`src/inc/port_wake_pkg.sv`:
```
package port_wake_pkg;
   // register addresses
   localparam logic [7:0] ADDR_POWER_CONTROL = 8'h87;
   localparam logic [7:0] ADDR_IRQ_ENABLE    = 8'hA8;
   localparam logic [7:0] ADDR_IRQ_ENABLE2   = 8'hA9;
   localparam logic [7:0] ADDR_LOW_VOLTAGE   = 8'hBF;
   localparam logic [7:0] ADDR_PORT_INDEX    = 8'hF3;
   localparam logic [7:0] ADDR_PAIR_MODE_A   = 8'hF4;
   localparam logic [7:0] ADDR_PORT0         = 8'h80;
   localparam logic [7:0] ADDR_PORT1         = 8'h90;
   localparam logic [7:0] ADDR_PORT2         = 8'hA0;
   localparam logic [7:0] ADDR_PORT3         = 8'hB0;
   // field positions
   localparam int POWER_CONTROL_SMOD   = 7;
   localparam int POWER_CONTROL_GF1    = 3;
   localparam int POWER_CONTROL_GF0    = 2;
   localparam int POWER_CONTROL_HALT   = 1;
   localparam int POWER_CONTROL_IDLE   = 0;
   localparam int IE_GLOBAL   = 7;
   localparam int IE_EXT1     = 2;
   localparam int IE_EXT0     = 0;
   localparam int IE2_LVD     = 2;
   localparam int IE2_PCHG    = 1;
   localparam int IE2_PFLAG   = 0;
   localparam int LV_PD       = 7;
   localparam int LV_FLAG     = 6;
   // pins and reset values
   localparam int EXT0_PIN    = 26;
   localparam int EXT1_PIN    = 27;
   localparam logic [31:0] PIN_PRESENT = 32'hFF3F_FFFF;
   localparam logic [7:0]  PAIR_RESET  = 8'h11;
   localparam logic [7:0]  REG_RESET   = 8'h00;
   // timing
   localparam int WARM_HOLD_CYCLES = 2;
   typedef enum logic [2:0]
   {
      PWR_RUN,
      PWR_IDLE,
      PWR_HALT,
      PWR_WARM,
      PWR_POST
   } pwr_type;
endpackage

```
`src/design/port_wake_ctrl.sv`:
```
`timescale 1ns/1ps
`default_nettype none
module port_wake_ctrl
#(
   parameter int HOLD_CYCLES = port_wake_pkg::WARM_HOLD_CYCLES
)
(
   // clock and reset
   input  wire logic        core_clk_i,
   input  wire logic        rst_i,
   // special register port
   input  wire logic [7:0]  sfr_addr_i,
   input  wire logic [7:0]  sfr_wdata_i,
   input  wire logic        sfr_we_i,
   input  wire logic        sfr_re_i,
   input  wire logic        rmw_i,
   output logic      [7:0]  sfr_rdata_o,
   // core interface
   input  wire logic        instr_done_i,
   input  wire logic [7:0]  periph_irq_i,
   output logic             irq_ext0_o,
   output logic             irq_ext1_o,
   output logic             irq_pin_change_o,
   output logic             irq_low_voltage_o,
   output logic             irq_periph_o,
   output logic             cpu_hold_o,
   output logic             osc_stop_o,
   // low-voltage detector
   input  wire logic        low_voltage_flag_i,
   output logic      [3:0]  lvd_select_o,
   output logic             low_voltage_detector_powerdown_o,
   // pins
   input  wire logic [31:0] pin_i,
   input  wire logic [31:0] alt_out_i,
   output logic      [31:0] pin_o,
   output logic      [31:0] pin_oe_o,
   output logic      [31:0] pull_up_o,
   output logic      [31:0] pull_dn_o,
   output logic      [31:0] analog_en_o,
   output logic      [31:0] led_en_o,
   output logic      [31:0] lcd_bias_o
);
   initial
   begin
      if (HOLD_CYCLES < 1 || HOLD_CYCLES > 15)
         $error("HOLD_CYCLES must lie in 1..15");
   end

   localparam logic [3:0] HOLD_LAST = 4'(HOLD_CYCLES - 1);

   typedef struct packed {
      logic [31:0]           sync1;
      logic [31:0]           sync2;
      logic [31:0]           prev;
      logic                  lvd_s1;
      logic                  lvd_s2;
      logic                  ea;
      logic                  ex0;
      logic                  ex1;
      logic                  low_voltage_irq_enable;
      logic                  pcie;
      logic                  pcflag;
      logic                  smod;
      logic [1:0]            gf;
      logic                  lvd_pd;
      logic [3:0]            lvd_sel;
      logic [1:0]            pidx;
      logic [31:0]           latch;
      logic [127:0]          mode;
      port_wake_pkg::pwr_type pst;
      logic [3:0]            cnt;
      logic [7:0]            rdata;
   } state_type;

   state_type s;
   state_type next_s;

   // {out, oe, pull-up, pull-down, analog, led, lcd}
   function automatic logic [6:0] pin_drive(input logic [3:0] m,
                                           input logic d,
                                           input logic a);
      logic [6:0] r;
      r = 7'h00;
      if (!m[1])
         // open drain: latch 1 releases the pin
         r = {1'b0, ~d, d & (m[2:0] == 3'b000),
              d & (m[2:0] == 3'b100), 3'b000};
      else if (!m[0])
         r = {d, 1'b1, 5'b00000};
      else
         case (m[3:2])
            2'b00:   r = 7'b0000100;
            2'b01:   r = 7'b0000010;
            2'b10:   r = {a, 1'b1, 5'b00000};
            default: r = 7'b0011001;
         endcase
      return r;
   endfunction

   logic [31:0] pc_mode;
   logic [31:0] pin_chg;
   logic        ext0_act;
   logic        ext1_act;
   logic        irq_mask;
   logic        idle_wake;
   logic        halt_wake;
   logic [7:0]  rd;

   always_comb
   begin
      for (int i = 0; i < 32; i++)
         pc_mode[i] = s.mode[4*i+3] & ~s.mode[4*i+1];
   end

   // pin change only in wake modes
   assign pin_chg  = (s.sync2 ^ s.prev) & pc_mode
                   & port_wake_pkg::PIN_PRESENT;
   // external pins are low-level triggers in open-drain modes
   assign ext0_act = ~s.sync2[port_wake_pkg::EXT0_PIN]
                   & ~s.mode[4*port_wake_pkg::EXT0_PIN+1];
   assign ext1_act = ~s.sync2[port_wake_pkg::EXT1_PIN]
                   & ~s.mode[4*port_wake_pkg::EXT1_PIN+1];
   // after a halt wake, no interrupt until the next instruction retires
   assign irq_mask = (s.pst == port_wake_pkg::PWR_HALT)
                   | (s.pst == port_wake_pkg::PWR_WARM)
                   | (s.pst == port_wake_pkg::PWR_POST);

   // own enable and global both needed; peripheral requests need only the global
   assign idle_wake = s.ea & ((s.ex0 & ext0_act) | (s.ex1 & ext1_act)
                    | (s.pcie & s.pcflag)
                    | (s.low_voltage_irq_enable & s.lvd_s2) | (|periph_irq_i));
   // halt wake ignores the global enable
   // pin change wakes regardless of its irq enable
   assign halt_wake = (s.ex0 & ext0_act) | (s.ex1 & ext1_act)
                    | (|pin_chg);

   // level must still stand once the mask lifts
   assign irq_ext0_o        = s.ea & s.ex0 & ext0_act & ~irq_mask;
   assign irq_ext1_o        = s.ea & s.ex1 & ext1_act & ~irq_mask;
   assign irq_pin_change_o  = s.ea & s.pcie & s.pcflag & ~irq_mask;
   assign irq_low_voltage_o = s.ea & s.low_voltage_irq_enable & s.lvd_s2 & ~irq_mask;
   assign irq_periph_o      = s.ea & (|periph_irq_i) & ~irq_mask;
   assign cpu_hold_o        = (s.pst == port_wake_pkg::PWR_IDLE)
                            | (s.pst == port_wake_pkg::PWR_HALT)
                            | (s.pst == port_wake_pkg::PWR_WARM);
   assign osc_stop_o        = (s.pst == port_wake_pkg::PWR_HALT);
   assign sfr_rdata_o       = s.rdata;
   assign lvd_select_o      = s.lvd_sel;
   assign low_voltage_detector_powerdown_o = s.lvd_pd;

   always_comb
   begin
      logic [6:0] dv;
      dv = 7'h00;
      for (int i = 0; i < 32; i++)
      begin
         dv = pin_drive(s.mode[4*i +: 4], s.latch[i], alt_out_i[i]);
         if (!port_wake_pkg::PIN_PRESENT[i])
            dv = 7'h00;
         pin_o[i]       = dv[6];
         pin_oe_o[i]    = dv[5];
         pull_up_o[i]   = dv[4];
         pull_dn_o[i]   = dv[3];
         analog_en_o[i] = dv[2];
         led_en_o[i]    = dv[1];
         lcd_bias_o[i]  = dv[0];
      end
   end

   always_comb
   begin
      rd = 8'h00;
      case (sfr_addr_i)
         port_wake_pkg::ADDR_POWER_CONTROL:
            rd = {s.smod, 3'b000, s.gf,
                  (s.pst == port_wake_pkg::PWR_HALT)
                  | (s.pst == port_wake_pkg::PWR_WARM),
                  (s.pst == port_wake_pkg::PWR_IDLE)};
         port_wake_pkg::ADDR_IRQ_ENABLE:
            rd = {s.ea, 4'b0000, s.ex1, 1'b0, s.ex0};
         port_wake_pkg::ADDR_IRQ_ENABLE2:
            rd = {5'b00000, s.low_voltage_irq_enable, s.pcie, s.pcflag};
         port_wake_pkg::ADDR_LOW_VOLTAGE:
            rd = {s.lvd_pd, s.lvd_s2, 2'b00, s.lvd_sel};
         port_wake_pkg::ADDR_PORT_INDEX:
            rd = {6'b000000, s.pidx};
         port_wake_pkg::ADDR_PORT0:
            rd = rmw_i ? s.latch[7:0] : s.sync2[7:0];
         port_wake_pkg::ADDR_PORT1:
            rd = rmw_i ? s.latch[15:8] : s.sync2[15:8];
         port_wake_pkg::ADDR_PORT2:
            rd = (rmw_i ? s.latch[23:16] : s.sync2[23:16])
               & port_wake_pkg::PIN_PRESENT[23:16];
         port_wake_pkg::ADDR_PORT3:
            rd = rmw_i ? s.latch[31:24] : s.sync2[31:24];
         default:
         begin
            // pair registers follow the port index
            if (sfr_addr_i[7:2] == port_wake_pkg::ADDR_PAIR_MODE_A[7:2])
               rd = s.mode[32*s.pidx + 8*sfr_addr_i[1:0] +: 8];
         end
      endcase
   end

   always_comb
   begin
      next_s = s;
      // two-flop synchronisers on pins and detector
      next_s.sync1  = pin_i;
      next_s.sync2  = s.sync1;
      next_s.prev   = s.sync2;
      next_s.lvd_s1 = low_voltage_flag_i;
      next_s.lvd_s2 = s.lvd_s1;
      if (sfr_re_i)
         next_s.rdata = rd;
      if (sfr_we_i)
      begin
         case (sfr_addr_i)
            port_wake_pkg::ADDR_POWER_CONTROL:
            begin
               next_s.smod = sfr_wdata_i[port_wake_pkg::POWER_CONTROL_SMOD];
               next_s.gf   = {sfr_wdata_i[port_wake_pkg::POWER_CONTROL_GF1],
                              sfr_wdata_i[port_wake_pkg::POWER_CONTROL_GF0]};
            end
            port_wake_pkg::ADDR_IRQ_ENABLE:
            begin
               next_s.ea  = sfr_wdata_i[port_wake_pkg::IE_GLOBAL];
               next_s.ex1 = sfr_wdata_i[port_wake_pkg::IE_EXT1];
               next_s.ex0 = sfr_wdata_i[port_wake_pkg::IE_EXT0];
            end
            port_wake_pkg::ADDR_IRQ_ENABLE2:
            begin
               next_s.low_voltage_irq_enable  = sfr_wdata_i[port_wake_pkg::IE2_LVD];
               next_s.pcie   = sfr_wdata_i[port_wake_pkg::IE2_PCHG];
               // writing 0 clears, writing 1 leaves it
               next_s.pcflag = s.pcflag
                             & sfr_wdata_i[port_wake_pkg::IE2_PFLAG];
            end
            port_wake_pkg::ADDR_LOW_VOLTAGE:
            begin
               next_s.lvd_pd  = sfr_wdata_i[port_wake_pkg::LV_PD];
               next_s.lvd_sel = sfr_wdata_i[3:0];
            end
            port_wake_pkg::ADDR_PORT_INDEX:
               next_s.pidx = sfr_wdata_i[1:0];
            port_wake_pkg::ADDR_PORT0:
               next_s.latch[7:0] = sfr_wdata_i;
            port_wake_pkg::ADDR_PORT1:
               next_s.latch[15:8] = sfr_wdata_i;
            port_wake_pkg::ADDR_PORT2:
               next_s.latch[23:16] = sfr_wdata_i;
            port_wake_pkg::ADDR_PORT3:
               next_s.latch[31:24] = sfr_wdata_i;
            default:
            begin
               // high nibble lands on the odd pin
               if (sfr_addr_i[7:2] ==
                   port_wake_pkg::ADDR_PAIR_MODE_A[7:2])
                  next_s.mode[32*s.pidx + 8*sfr_addr_i[1:0] +: 8]
                     = sfr_wdata_i;
            end
         endcase
      end
      // set wins over a clear in the same cycle
      if (|pin_chg)
         next_s.pcflag = 1'b1;
      case (s.pst)
         port_wake_pkg::PWR_RUN,
         port_wake_pkg::PWR_POST:
         begin
            if (s.pst == port_wake_pkg::PWR_POST && instr_done_i)
               next_s.pst = port_wake_pkg::PWR_RUN;
            if (sfr_we_i &&
                sfr_addr_i == port_wake_pkg::ADDR_POWER_CONTROL)
            begin
               if (sfr_wdata_i[port_wake_pkg::POWER_CONTROL_HALT])
                  next_s.pst = port_wake_pkg::PWR_HALT;
               else if (sfr_wdata_i[port_wake_pkg::POWER_CONTROL_IDLE])
                  next_s.pst = port_wake_pkg::PWR_IDLE;
            end
         end
         // irq outputs are live as idle ends
         port_wake_pkg::PWR_IDLE:
            if (idle_wake)
               next_s.pst = port_wake_pkg::PWR_RUN;
         port_wake_pkg::PWR_HALT:
            if (halt_wake)
            begin
               next_s.pst = port_wake_pkg::PWR_WARM;
               next_s.cnt = 4'h0;
            end
         // hold covers oscillator warm-up; slot one runs after it
         port_wake_pkg::PWR_WARM:
         begin
            next_s.cnt = s.cnt + 4'h1;
            if (s.cnt == HOLD_LAST)
               next_s.pst = port_wake_pkg::PWR_POST;
         end
         default:
            next_s.pst = port_wake_pkg::PWR_RUN;
      endcase
   end

   always_ff @(posedge core_clk_i)
   begin
      if (rst_i)
      begin
         s       <= '0;
         // every pin starts in code 0001
         s.mode  <= {16{port_wake_pkg::PAIR_RESET}};
         s.pst   <= port_wake_pkg::PWR_RUN;
         s.rdata <= port_wake_pkg::REG_RESET;
      end
      else
         s <= next_s;
   end
endmodule
`default_nettype wire

```
`config.mk`:
```
export PLATFORM = sky130hd
export DESIGN_NAME = port_wake_ctrl
export DESIGN_NICKNAME = d
export VERILOG_FILES = /design/src/inc/port_wake_pkg.sv /design/src/design/port_wake_ctrl.sv
export SDC_FILE = /design/constraint.sdc
export NUM_CORES = 1
export LEC_CHECK = 0
export BUFFER_PORTS_ARGS = -buffer_cell sky130_fd_sc_hd__buf_2
export CAP_MARGIN = 20
export CELL_PAD_IN_SITES_DETAIL_PLACEMENT = 0
export CELL_PAD_IN_SITES_GLOBAL_PLACEMENT = 1
export CORE_ASPECT_RATIO = 1.1
export CORE_MARGIN = 4
export CORE_UTILIZATION = 30
export CTS_CLUSTER_SIZE = 16
export DETAILED_ROUTE_END_ITERATION = 10
export HOLD_SLACK_MARGIN = 0.05
export PLACE_DENSITY = 0.63
export SLEW_MARGIN = 20
export SYNTH_ARGS = -nofsm -noshare
export SYNTH_HDL_FRONTEND = slang
export SYNTH_SLANG_ARGS = --single-unit
```
`constraint.sdc`:
```
create_clock -name core_clk_i -period 4.3 [get_ports core_clk_i]
set_input_delay 0 -clock core_clk_i [delete_from_list [all_inputs] [get_ports core_clk_i]]
set_output_delay 0 -clock core_clk_i [all_outputs]
set_load 0.01 [all_outputs]
```
==> results of run 1 <==
-- cell usage in the layout, fill, tap and decap left out, types with 24 or more instances in the layout --
cell type	n
buf_2	319
nor3_1	42
dlygate4sd3_1	74
nand2_1	143
o21a_1	31
mux2i_1	120
mux4_2	38
o21ai_0	27
o32ai_1	48
nand2b_1	95
clkbuf_16	35
xnor2_1	30
a21oi_1	52
nor2b_1	116
a21boi_0	32
inv_1	24
nor2_1	174
dfxtp_1	281
and2_1	59
nor3b_1	36
nand3_1	89
-- cell type report --
type | instances | share of cell area [%]
tap | 660 | 4.31
timing repair buffer | 405 | 12.7
multi-input combinational | 1325 | 47.4
sequential | 281 | 29.4
clock inverter | 8 | 0.516
inverter | 26 | 0.509
clock buffer | 48 | 5.14
antenna | 3 | 0.0392
-- layer usage --
metal / vias up / track usage, %
met5: - / 0
met4: 8 / 6.26
met3: 96 / 3.42
met2: 500 / 38.0
met1: 7126 / 29.4
li1: 6824 / -
-- timing repair --
action | in CTS | in global routing
hold endpoints to repair | 104 | 0
hold buffers | 74 | 0
setup endpoints to repair | 0 | 0
-- through the flow --
step,hold slack [ns],std cells,power [mW]
after detailed placement,0.212,2623,3.11
after CTS,0.0705,2753,5.98
after global routing,0.132,2753,6.13
after global placement,0.215,2623,3.11
after floorplan,0.128,1738,2.96
final,0.0842,2756,5.94
-- where the power goes --
part	switching (mW)	total, mW	internal, mW
clock network	1.12	2.83	1.71
logic	0.261	0.429	0.168
registers	0.0323	2.68	2.65
total	1.42	5.94	4.52
-- kinds of logic (layout without fill, tap and decap cells) --
kind of cell | count (synthesis) | after routing | share of synthesized area [%]
AO/OA/AOI/OAI | 280 | 280 | 14.0
XOR/XNOR | 32 | 32 | 1.88
adder cells (fa/ha/maj) | 6 | 6 | 0.491
buffers and inverters | 132 | 487 | 4.13
flip-flops | 281 | 281 | 36.8
multiplexers | 167 | 167 | 14.1
other | 1 | 17 | 0.0245
AND/OR/NAND/NOR | 826 | 826 | 28.6
-- how the worst max path moves through the flow --
stage	startpoint	end	slack (ns)	depth (start not counted)
2_1_floorplan	s[175]$_SDFFE_PP0P_	flip-flop	1.34	9
3_3_place_gp	s[176]$_SDFFE_PP0P_	flip-flop	0.91	6
6_report	s[176]$_SDFFE_PP0P_	flip-flop	0.80	6
4_1_cts	s[176]$_SDFFE_PP0P_	flip-flop	0.88	6
3_5_place_dp	s[176]$_SDFFE_PP0P_	flip-flop	0.88	6
5_1_grt	s[176]$_SDFFE_PP0P_	flip-flop	0.64	6
-- worst register-to-register path, delay by kind of cell, from the launching register on --
kind	cells	cell delay [ns]
AOI/OAI and AO/OA	1	0.85
DFF	1	0.63
and+or+nand+nor	2	0.71
muxes	1	0.27
buffers and inverters	1	0.36
adders and majority gates	1	0.52
==> results.md, run 1 <==
* Outcome: finished clean
* Largest stage delay, worst path at 0.85 ns
* Initial cell density of the core at 30.4%
* Mapped Cells at 1725
* Drt pass-1 iters at 5
* Power density over the cells at 310 nW/um2
* First-pass GRT wire length at 93000 um
* Largest cells by area after synthesis: dfxtp_1 37%, mux2i_1 7.9%, mux4_2 5.6%
* Final instance area at 19200 um2
* CTS tree: done
* Seq/Total Area, Yosys at 36.8%
* Num Clock Sinks at 281
* Sum of buffers and inverters on the critical path at 1
* R2r setup slk at 0.80 ns
* WP data arrival at 3.85 ns
* CP cell instances: clkinv_1 -> ha_1 -> or4_4 -> a2111oi_4 -> mux2i_1 -> nor2_1
* YS warnings at 0
* I/O Buffers at 320
* Cell family with most CP delay: compound AO/OA/AOI/OAI gates
* Worst endpoint required time at 4.66 ns
* Latest clock arrival within the worst-skew pair at 0.52 ns
* Placed cell area at 17300 um2
* Post-CTS Setup Bufs at 0
* Die Area at 54700 um2
* Number of routed nets with antenna violations at 0
* Max frequency at 286 MHz
* WL per Instance at 23.3 um
* Yosys top cell by area: dfxtp_1
* Final Critical Period at 3.50 ns
* Resize count post-CTS at 0
* Worst Setup Slack, final at 0.802 ns
* FF+latch count, synth at 281
* Initial antenna violation count at 7
* Tcrit/Tclk final at 81.3%
* Synth Flop Type: dfxtp_1
* Area of the multi-input gates at 9090 um2
* Leakage at 7.68 nW
* H-tree Lvls at 2
* Mean Syn Cell Area at 8.87 um2
* Fin util at 38.1%
* Final GP Congestion at 0.916
* Clock Skew at 0.0235 ns
* CP Capture Type: flip-flop
* Initial DRC Count at 1102
* Sum Neg Setup Slack at 0 ns
* Max capacitance violation total at 0
* Vias in the first global route at 13.5k
* Metal2 WL at 30900 um
* RSZ-0062 raised after global routing: false
* Post-Synthesis Cell Area at 15300 um2
* Die Y at 245 um
* Worst-margin pin slew at 1.11 ns
* Worst Setup Start Kind: flip-flop
* Root buffer cell: clkbuf_16
* Reg2reg path depth at 6
* Worst slack, placed at 0.882 ns
* DRC at 0
* Yosys top cell area share at 36.8%
* Max VDD drop at 0.232 mV
* Wirelength, routed at 64200 um
* FILL cells at 5134
* Core outline area at 50300 um2
* Vias per cell at 5.28
* Die Wd at 223 um
* Share of layout cells above drive strength 1 at 21.5%
* All-layer global routing usage at 22.3%
* Max-slew violation count at 0
* Post-synth EDFFs at 0
* Uppermost routed layer: met5
* Met3 wire length at 3870 um
* Hold Path Sink: sfr_rdata_o[0]$_SDFFE_PP0P_
* # nets final at 2174
* Wl on met1 at 27500 um
* Crit path kind: reg2reg
* Layout area overhead at 25.3%
* Final HPWL DP at 49200 um
* Synth unique cells at 73
* CP max FO at 11
* Post-synth top cells: 281 x dfxtp_1, 174 x nor2_1, 143 x nand2_1
* Final setup viols at 0
* FP Rows at 86
* Hold wc startpoint: sfr_addr_i[2]
* I/O pin cnt at 339
* Via count at 14.6k
* Relative slew slack at 26.3%
* GRT overflow at 0
* R2r startpoint: s[176]$_SDFFE_PP0P_
* Num CTS Buffers at 34
* Worst-path clk slew at 0.06 ns
* Worst min-delay path category: in2reg
* Critical path's slowest cell: a2111oi_4
* CTS max path bufs at 3
* Final-report hold violation count at 0
* Largest net degree at the start of global routing at 99
* Top-count cell post-synth: dfxtp_1
* Reg area at 5630 um2
* Asr flop ratio synth at 0%
* Cells on Worst Hold Path at 4
No activity file was read; power rests on OpenSTA's default activity.
==> run 2: changes to the inputs <==
--- a/config.mk
+++ b/config.mk
@@ -15,7 +15,7 @@
 export CTS_CLUSTER_SIZE = 16
 export DETAILED_ROUTE_END_ITERATION = 10
 export HOLD_SLACK_MARGIN = 0.05
-export PLACE_DENSITY = 0.63
+export PLACE_DENSITY = 0.65
 export SLEW_MARGIN = 20
 export SYNTH_ARGS = -nofsm -noshare
 export SYNTH_HDL_FRONTEND = slang
==> constraint.sdc (replaced) <==
create_clock -name core_clk_i -period 3.1 [get_ports core_clk_i]
set_input_delay 0 -clock core_clk_i [delete_from_list [all_inputs] [get_ports core_clk_i]]
set_output_delay 0 -clock core_clk_i [all_outputs]
set_load 0.01 [all_outputs]
==> run 2 against run 1 <==
Effect of this change:
- largest cell class unchanged
- design area decreased by 0.26%
- combinational power increased by 33%
- wire length decreased by 0.99%
- sequential power increased by 39%
- critical path depth increased by 1
- first-iteration DRC count increased by 2.8%
- non-clock buffer count decreased by 7
- utilization decreased by 0.10 points
- critical path type unchanged
==> results.md, run 2 (synthesized netlist as in run 1, its figures left out) <==
* Outcome: finished clean (unchanged)
* Final GP Congestion at 0.919 (was 0.916)
* Sum of buffers and inverters on the critical path at 2 (was 1)
* Final setup viols at 0 (unchanged)
* Final Critical Period at 2.48 ns (was 3.50 ns)
* Placed cell area at 17500 um2 (was 17300 um2)
* Num CTS Buffers at 34 (unchanged)
* CP max FO at 16 (was 11)
* Latest clock arrival within the worst-skew pair at 0.52 ns (about the same)
* Num Clock Sinks at 281 (unchanged)
* Sum Neg Setup Slack at 0 ns (unchanged)
* Hold wc startpoint: sfr_addr_i[2] (unchanged)
* Tcrit/Tclk final at 79.9% (was 81.3%)
* Worst min-delay path category: in2reg (unchanged)
* Final Instance Count excl. Fillers at 2750 (was 2756)
* Die Y at 245 um (unchanged)
* Worst Setup Start Kind: flip-flop (unchanged)
* CP cell instances: nor3_1 -> ha_1 -> buf_4 -> nor4_1 -> buf_4 -> nand3_1 -> o311ai_0 (was clkinv_1 -> ha_1 -> or4_4 -> a2111oi_4 -> mux2i_1 -> nor2_1)
* Hold Path Sink: sfr_rdata_o[0]$_SDFFE_PP0P_ (unchanged)
* First-pass GRT wire length at 91900 um (was 93000 um)
* Final instance area at 19100 um2 (was 19200 um2)
* Fin util at 38.0% (was 38.1%)
* Cell family with most CP delay: simple AND/OR/NAND/NOR gates (was compound AO/OA/AOI/OAI gates)
* GRT overflow at 0 (unchanged)
* Via count at 14.5k (was 14.6k)
* Initial cell density of the core at 30.4% (unchanged)
* Max VDD drop at 0.335 mV (was 0.232 mV)
* Wirelength, routed at 63600 um (was 64200 um)
* Power density over the cells at 437 nW/um2 (was 310 nW/um2)
* Max capacitance violation total at 0 (unchanged)
* Dpl cells at 2648 (was 2623)
* Relative slew slack at 38.1% (was 26.3%)
* Die Area at 54700 um2 (unchanged)
* GR Util met2 at 36.6% (was 38.0%)
* Initial antenna violation count at 3 (was 7)
* Worst endpoint required time at 3.48 ns (was 4.66 ns)
* FP Rows at 86 (unchanged)
* Critical path's slowest cell: o311ai_0 (was a2111oi_4)
* Most frequent cells in the layout: 319 x buf_2, 281 x dfxtp_1, 174 x nor2_1 (unchanged)
* Vias per cell at 5.26 (was 5.28)
* Root buffer cell: clkbuf_16 (unchanged)
* CTS tree: done (unchanged)
* All-layer global routing usage at 22.1% (was 22.3%)
* Final-report hold violation count at 0 (unchanged)
* Vias in the first global route at 13.7k (was 13.5k)
* Met3 usage at 4.29% (was 3.42%)
* Largest net degree at the start of global routing at 144 (was 99)
* Layout area overhead at 24.9% (was 25.3%)
* I/O Buffers at 320 (unchanged)
* Cells on Worst Hold Path at 4 (unchanged)
* GRT Max-Usage Layer: met2 (unchanged)
* WL per Instance at 23.1 um (was 23.3 um)
* Initial DRC Count at 1133 (was 1102)
* H-tree Lvls at 2 (unchanged)
* Crit-path most repeated cell: buf_4
* Drt pass-1 iters at 5 (unchanged)
* Core outline area at 50300 um2 (unchanged)
* Reg2reg path depth at 7 (was 6)
* Max-slew violation count at 0 (unchanged)
* # nets final at 2167 (was 2174)
* Final HPWL DP at 49300 um (was 49200 um)
* Worst-path clk slew at 0.06 ns (about the same)
* Clock Skew at 0.0128 ns (was 0.0235 ns)
* CTS max path bufs at 3 (unchanged)
* DRC at 0 (unchanged)
* Max frequency at 404 MHz (was 286 MHz)
* Number of routed nets with antenna violations at 0 (unchanged)
* Largest stage delay, worst path at 0.51 ns (was 0.85 ns)
* Share of layout cells above drive strength 1 at 23.0% (was 21.5%)
* Die Wd at 223 um (unchanged)
* CP Capture Type: flip-flop (unchanged)
* GR met1 Demand/Resource at 28.6% (was 29.4%)
* Crit path kind: reg2reg (unchanged)
* R2r startpoint: s[175]$_SDFFE_PP0P_ (was s[176]$_SDFFE_PP0P_)
* Hold_ws at 0.0672 ns (was 0.0842 ns)
* RSZ-0062 raised after global routing: false (unchanged)
* I/O pin cnt at 339 (unchanged)
* # diodes at 0 (was 3)
* FILL cells at 5143 (was 5134)
* R2r setup slk at 0.62 ns (was 0.80 ns)
* WP data arrival at 2.86 ns (was 3.85 ns)
* Worst-margin pin slew at 0.918 ns (was 1.11 ns)
* Leakage at 7.68 nW (about the same)
* Commonest non-fill, non-tap cell in the layout: buf_2 (unchanged)
==> run 2: cell types whose count changed in the layout (fill, tap and decap cells not counted), sizes merged <==
cell,delta
dlygate4sd3,-32
buf,+25
clkbuf,+4
diode,-3
clkinvlp,-2
clkinv,+1
inv,+1
==> run 2: where the power goes <==
part           switching, mW  total (mW)  internal [mW]  leakage (nW)
clock                   1.57        4.06           2.49         0.570
sequential            0.0453        3.72           3.67          2.28
combinational          0.352       0.569          0.217          4.83
==> run 2: how the worst max path moves through the flow <==
stage               slack, ns             endpoint  depth (start not counted)           startpoint
CTS                      0.66            flip-flop                          7  s[175]$_SDFFE_PP0P_
floorplan                0.14            flip-flop                          9  s[175]$_SDFFE_PP0P_
global route             0.46            flip-flop                          7  s[175]$_SDFFE_PP0P_
finish                   0.62            flip-flop                          7  s[175]$_SDFFE_PP0P_
global placement         0.51  s[173]$_SDFFE_PP0P_                          8        sfr_addr_i[0]
detailed placement       0.49  s[172]$_SDFFE_PP0P_                          8        sfr_addr_i[0]
==> run 2: final cells by class <==
type,count,area (um2),share of cell area [%]
clock buffers,52,1040,5.44
clock inverters,8,109,0.570
inverters,26,97.6,0.511
multi-input cells,1325,9090,47.6
flip-flops and latches,281,5630,29.4
well taps,660,826,4.32
repair buffers,398,2320,12.2
==> run 2: metrics by stage <==
step / total power, mW / setup WS (ns)
finish: 8.35 / 0.624
floorplan: 4.10 / 0.136
global route: 8.60 / 0.460
detailed placement: 4.32 / 0.488
CTS: 8.41 / 0.655
global placement: 4.32 / 0.509
==> run 2: repair_timing <==
item | CTS | global route
setup buffers | 0 | 0
endpoints found under the hold margin | 103 | 0
hold buffers | 42 | 0
gates resized for setup | 0 | 0
==> run 2: metal layers <==
metal	wire (um)	up-vias	part of all wire (%)
met4	2780	6	4.4
met3	4460	125	7.0
met5	29	-	0.046
li1	-	6836	-
met2	29500	588	46
met1	26800	6922	42
==> run 2: tightest hold or removal path, cell delays in order <==
cell and delay (ns):
buf_2 0.16, nor3b_1 0.10, a21oi_1 0.17, a311oi_1 0.09
==> run 3: changes to the inputs <==
--- a/config.mk
+++ b/config.mk
@@ -15,7 +15,7 @@
 export CTS_CLUSTER_SIZE = 16
 export DETAILED_ROUTE_END_ITERATION = 10
 export HOLD_SLACK_MARGIN = 0.05
-export PLACE_DENSITY = 0.65
+export PLACE_DENSITY = 0.63
 export SLEW_MARGIN = 20
 export SYNTH_ARGS = -nofsm -noshare
 export SYNTH_HDL_FRONTEND = slang
==> constraint.sdc (replaced) <==
create_clock -name core_clk_i -period 2.4 [get_ports core_clk_i]
set_input_delay 0 -clock core_clk_i [delete_from_list [all_inputs] [get_ports core_clk_i]]
set_output_delay 0 -clock core_clk_i [all_outputs]
set_load 0.01 [all_outputs]
==> run 3 against run 2 <==
Effect of this change:
- via count is 1.0% higher
- design area is 2.4% higher
- clock skew is 0.0038 ns higher
- utilization is 0.91 points higher
- die area stayed put
- first-iteration DRC count is 4.9% lower
- combinational power is 36% higher
- worst hold slack better by 0.045 ns
- global-route usage is 0.61 points higher
- clock-buffer cell count is 5 lower
==> results.md, run 3 (synthesized netlist as in run 1, its figures left out) <==
* Outcome: finished clean (unchanged)
* Power density over the cells at 557 nW/um2 (was 437 nW/um2)
* FILL cells at 5120 (was 5143)
* Final setup viols at 0 (unchanged)
* Die Wd at 223 um (unchanged)
* Sum Neg Setup Slack at 0 ns (unchanged)
* Crit-path most repeated cell: buf_4 (unchanged)
* Commonest non-fill, non-tap cell in the layout: buf_2 (unchanged)
* Max capacitance violation total at 0 (unchanged)
* First-pass GRT wire length at 94400 um (was 91900 um)
* Fin util at 38.9% (was 38.0%)
* WP data arrival at 2.66 ns (was 2.86 ns)
* Number of routed nets with antenna violations at 0 (unchanged)
* Final GP Congestion at 0.925 (was 0.919)
* Final HPWL DP at 51000 um (was 49300 um)
* Layout area overhead at 27.9% (was 24.9%)
* Core outline area at 50300 um2 (unchanged)
* Reg2reg path depth at 7 (unchanged)
* CP max FO at 20 (was 16)
* Max-slew violation count at 0 (unchanged)
* Clock Skew at 0.0166 ns (was 0.0128 ns)
* Worst-path clk slew at 0.06 ns (about the same)
* Reg area at 5630 um2 (about the same)
* Largest stage delay, worst path at 0.45 ns (was 0.51 ns)
* WL per Instance at 23.4 um (was 23.1 um)
* GRT overflow at 0 (unchanged)
* Leakage at 7.93 nW (was 7.68 nW)
* DRC at 0 (unchanged)
* Die Y at 245 um (unchanged)
* R2r startpoint: s[175]$_SDFFE_PP0P_ (unchanged)
* Max VDD drop at 0.426 mV (was 0.335 mV)
* RSZ-0062 raised after global routing: false (unchanged)
* H-tree Lvls at 2 (unchanged)
* Area of the multi-input gates at 9100 um2 (was 9090 um2)
* Final Critical Period at 2.30 ns (was 2.48 ns)
* Via count at 14.6k (was 14.5k)
* Die Area at 54700 um2 (unchanged)
* Hold wc startpoint: periph_irq_i[6] (was sfr_addr_i[2])
* Worst endpoint required time at 2.76 ns (was 3.48 ns)
* CTS tree: done (unchanged)
* Root buffer cell: clkbuf_16 (unchanged)
* Crit. Startpoint: s[175]$_SDFFE_PP0P_ (unchanged)
* Post-CTS Setup Bufs at 0 (unchanged)
* Worst Setup Start Kind: flip-flop (unchanged)
* Num Clock Sinks at 281 (unchanged)
* Initial cell density of the core at 30.4% (unchanged)
* Tcrit/Tclk final at 95.8% (was 79.9%)
* Crit path kind: reg2reg (unchanged)
* CP Capture Type: flip-flop (unchanged)
* CP cell instances: buf_4 -> xnor2_2 -> nand2_1 -> a2111oi_4 -> buf_4 -> mux2i_1 -> nor2_1 (was nor3_1 -> ha_1 -> buf_4 -> nor4_1 -> buf_4 -> nand3_1 -> o311ai_0)
* Share of layout cells above drive strength 1 at 24.3% (was 23.0%)
* Vias per cell at 5.22 (was 5.26)
* Largest net degree at the start of global routing at 179 (was 144)
* Initial antenna violation count at 6 (was 3)
* Worst min-delay path category: in2reg (unchanged)
* R2r setup slk at 0.10 ns (was 0.62 ns)
* Hold_ws at 0.112 ns (was 0.0672 ns)
* Latest clock arrival within the worst-skew pair at 0.52 ns (about the same)
* I/O Buffers at 320 (unchanged)
* All-layer global routing usage at 22.7% (was 22.1%)
* Vias in the first global route at 13.8k (was 13.7k)
* I/O pin cnt at 339 (unchanged)
* Worst-margin pin slew at 0.922 ns (was 0.918 ns)
* # nets final at 2214 (was 2167)
* FP Rows at 86 (unchanged)
* Drt pass-1 iters at 5 (unchanged)
* Max frequency at 435 MHz (was 404 MHz)
* Most frequent cells in the layout: 319 x buf_2, 280 x dfxtp_1, 174 x nor2_1 (was 319 x buf_2, 281 x dfxtp_1, 174 x nor2_1)
* Num CTS Buffers at 34 (unchanged)
* Wirelength, routed at 65500 um (was 63600 um)
* Critical path's slowest cell: xnor2_2 (was o311ai_0)
* Relative slew slack at 38.6% (was 38.1%)
* Initial DRC Count at 1078 (was 1133)
* CTS max path bufs at 3 (unchanged)
* Final-report hold violation count at 0 (unchanged)
-- run 3: cell count changes in the layout (fill, tap and decap cells not counted), moves of 2 or more --
| cell | delta |
|---|---|
| a21boi_0 | -2 |
| clkbuf_8 | -5 |
| bufinv_16 | +2 |
| buf_12 | +4 |
| a21boi_2 | +2 |
| buf_4 | +32 |
| clkinv_8 | +2 |
| diode_2 | +4 |
| dlygate4sd3_1 | +11 |
-- run 3: how the worst min path moves through the flow --
stage	endpoint	slack, ns	cells after the start
final	s[13]$_SDFFE_PP0P_	0.11	6
after global routing	s[184]$_SDFFE_PP0N_	0.17	6
after CTS	s[13]$_SDFFE_PP0P_	0.10	6
after detailed placement	next_s[237]$_SDFF_PP0_	0.21	2
after global placement	next_s[251]$_SDFF_PP0_	0.21	2
after floorplan	next_s[191]$_SDFF_PP0_	0.13	1
-- run 3: layout make-up --
| class | count | area share, % |
|---|---|---|
| flip-flops and latches | 281 | 28.8 |
| clock buffers | 47 | 4.96 |
| diodes | 4 | 0.0512 |
| well taps | 660 | 4.22 |
| multi-input cells | 1325 | 46.5 |
| inverters | 26 | 0.505 |
| repair buffers | 445 | 14.1 |
| clock inverters | 11 | 0.927 |
-- run 3: metal layers --
layer | track usage [%] | vias up | part of all wire [%]
li1 | - | 6918 | -
met1 | 30.2 | 7124 | 43
met2 | 38.9 | 490 | 48
met3 | 3.68 | 86 | 6.5
met4 | 5.19 | 4 | 2.3
met5 | 0 | - | 0.032
-- run 3: critical path: cells and delay by family (launching register included) --
family / cells / cell delay [ns]
XOR/XNOR: 1 / 0.45
buffers and inverters: 2 / 0.46
AND/OR/NAND/NOR: 2 / 0.34
flip-flops: 1 / 0.32
AO/OA/AOI/OAI: 1 / 0.33
multiplexers: 1 / 0.22
-- run 3: power breakdown --
group,internal [mW],total [mW],switching [mW]
combinational,0.305,0.773,0.468
clock,3.27,5.33,2.06
sequential,4.74,4.80,0.0574
total,8.32,10.9,2.58
-- run 3: what timing repair did --
item / in CTS / in global routing
hold endpoints to repair: 103 / 0
hold buffers: 53 / 0
resized for setup: 0 / 0
-- run 3: metrics by stage --
stage               instance area (um2)  power [mW]  instances  setup slack (ns)
finish                            19600        10.9       2799             0.101
global route                      19600        11.2       2796           0.00707
CTS                               19600        11.0       2795             0.140
detailed placement                17900        5.60       2684           -0.0129
global placement                  17900        5.60       2684            0.0763
floorplan                         15400        5.31       1738            -0.293
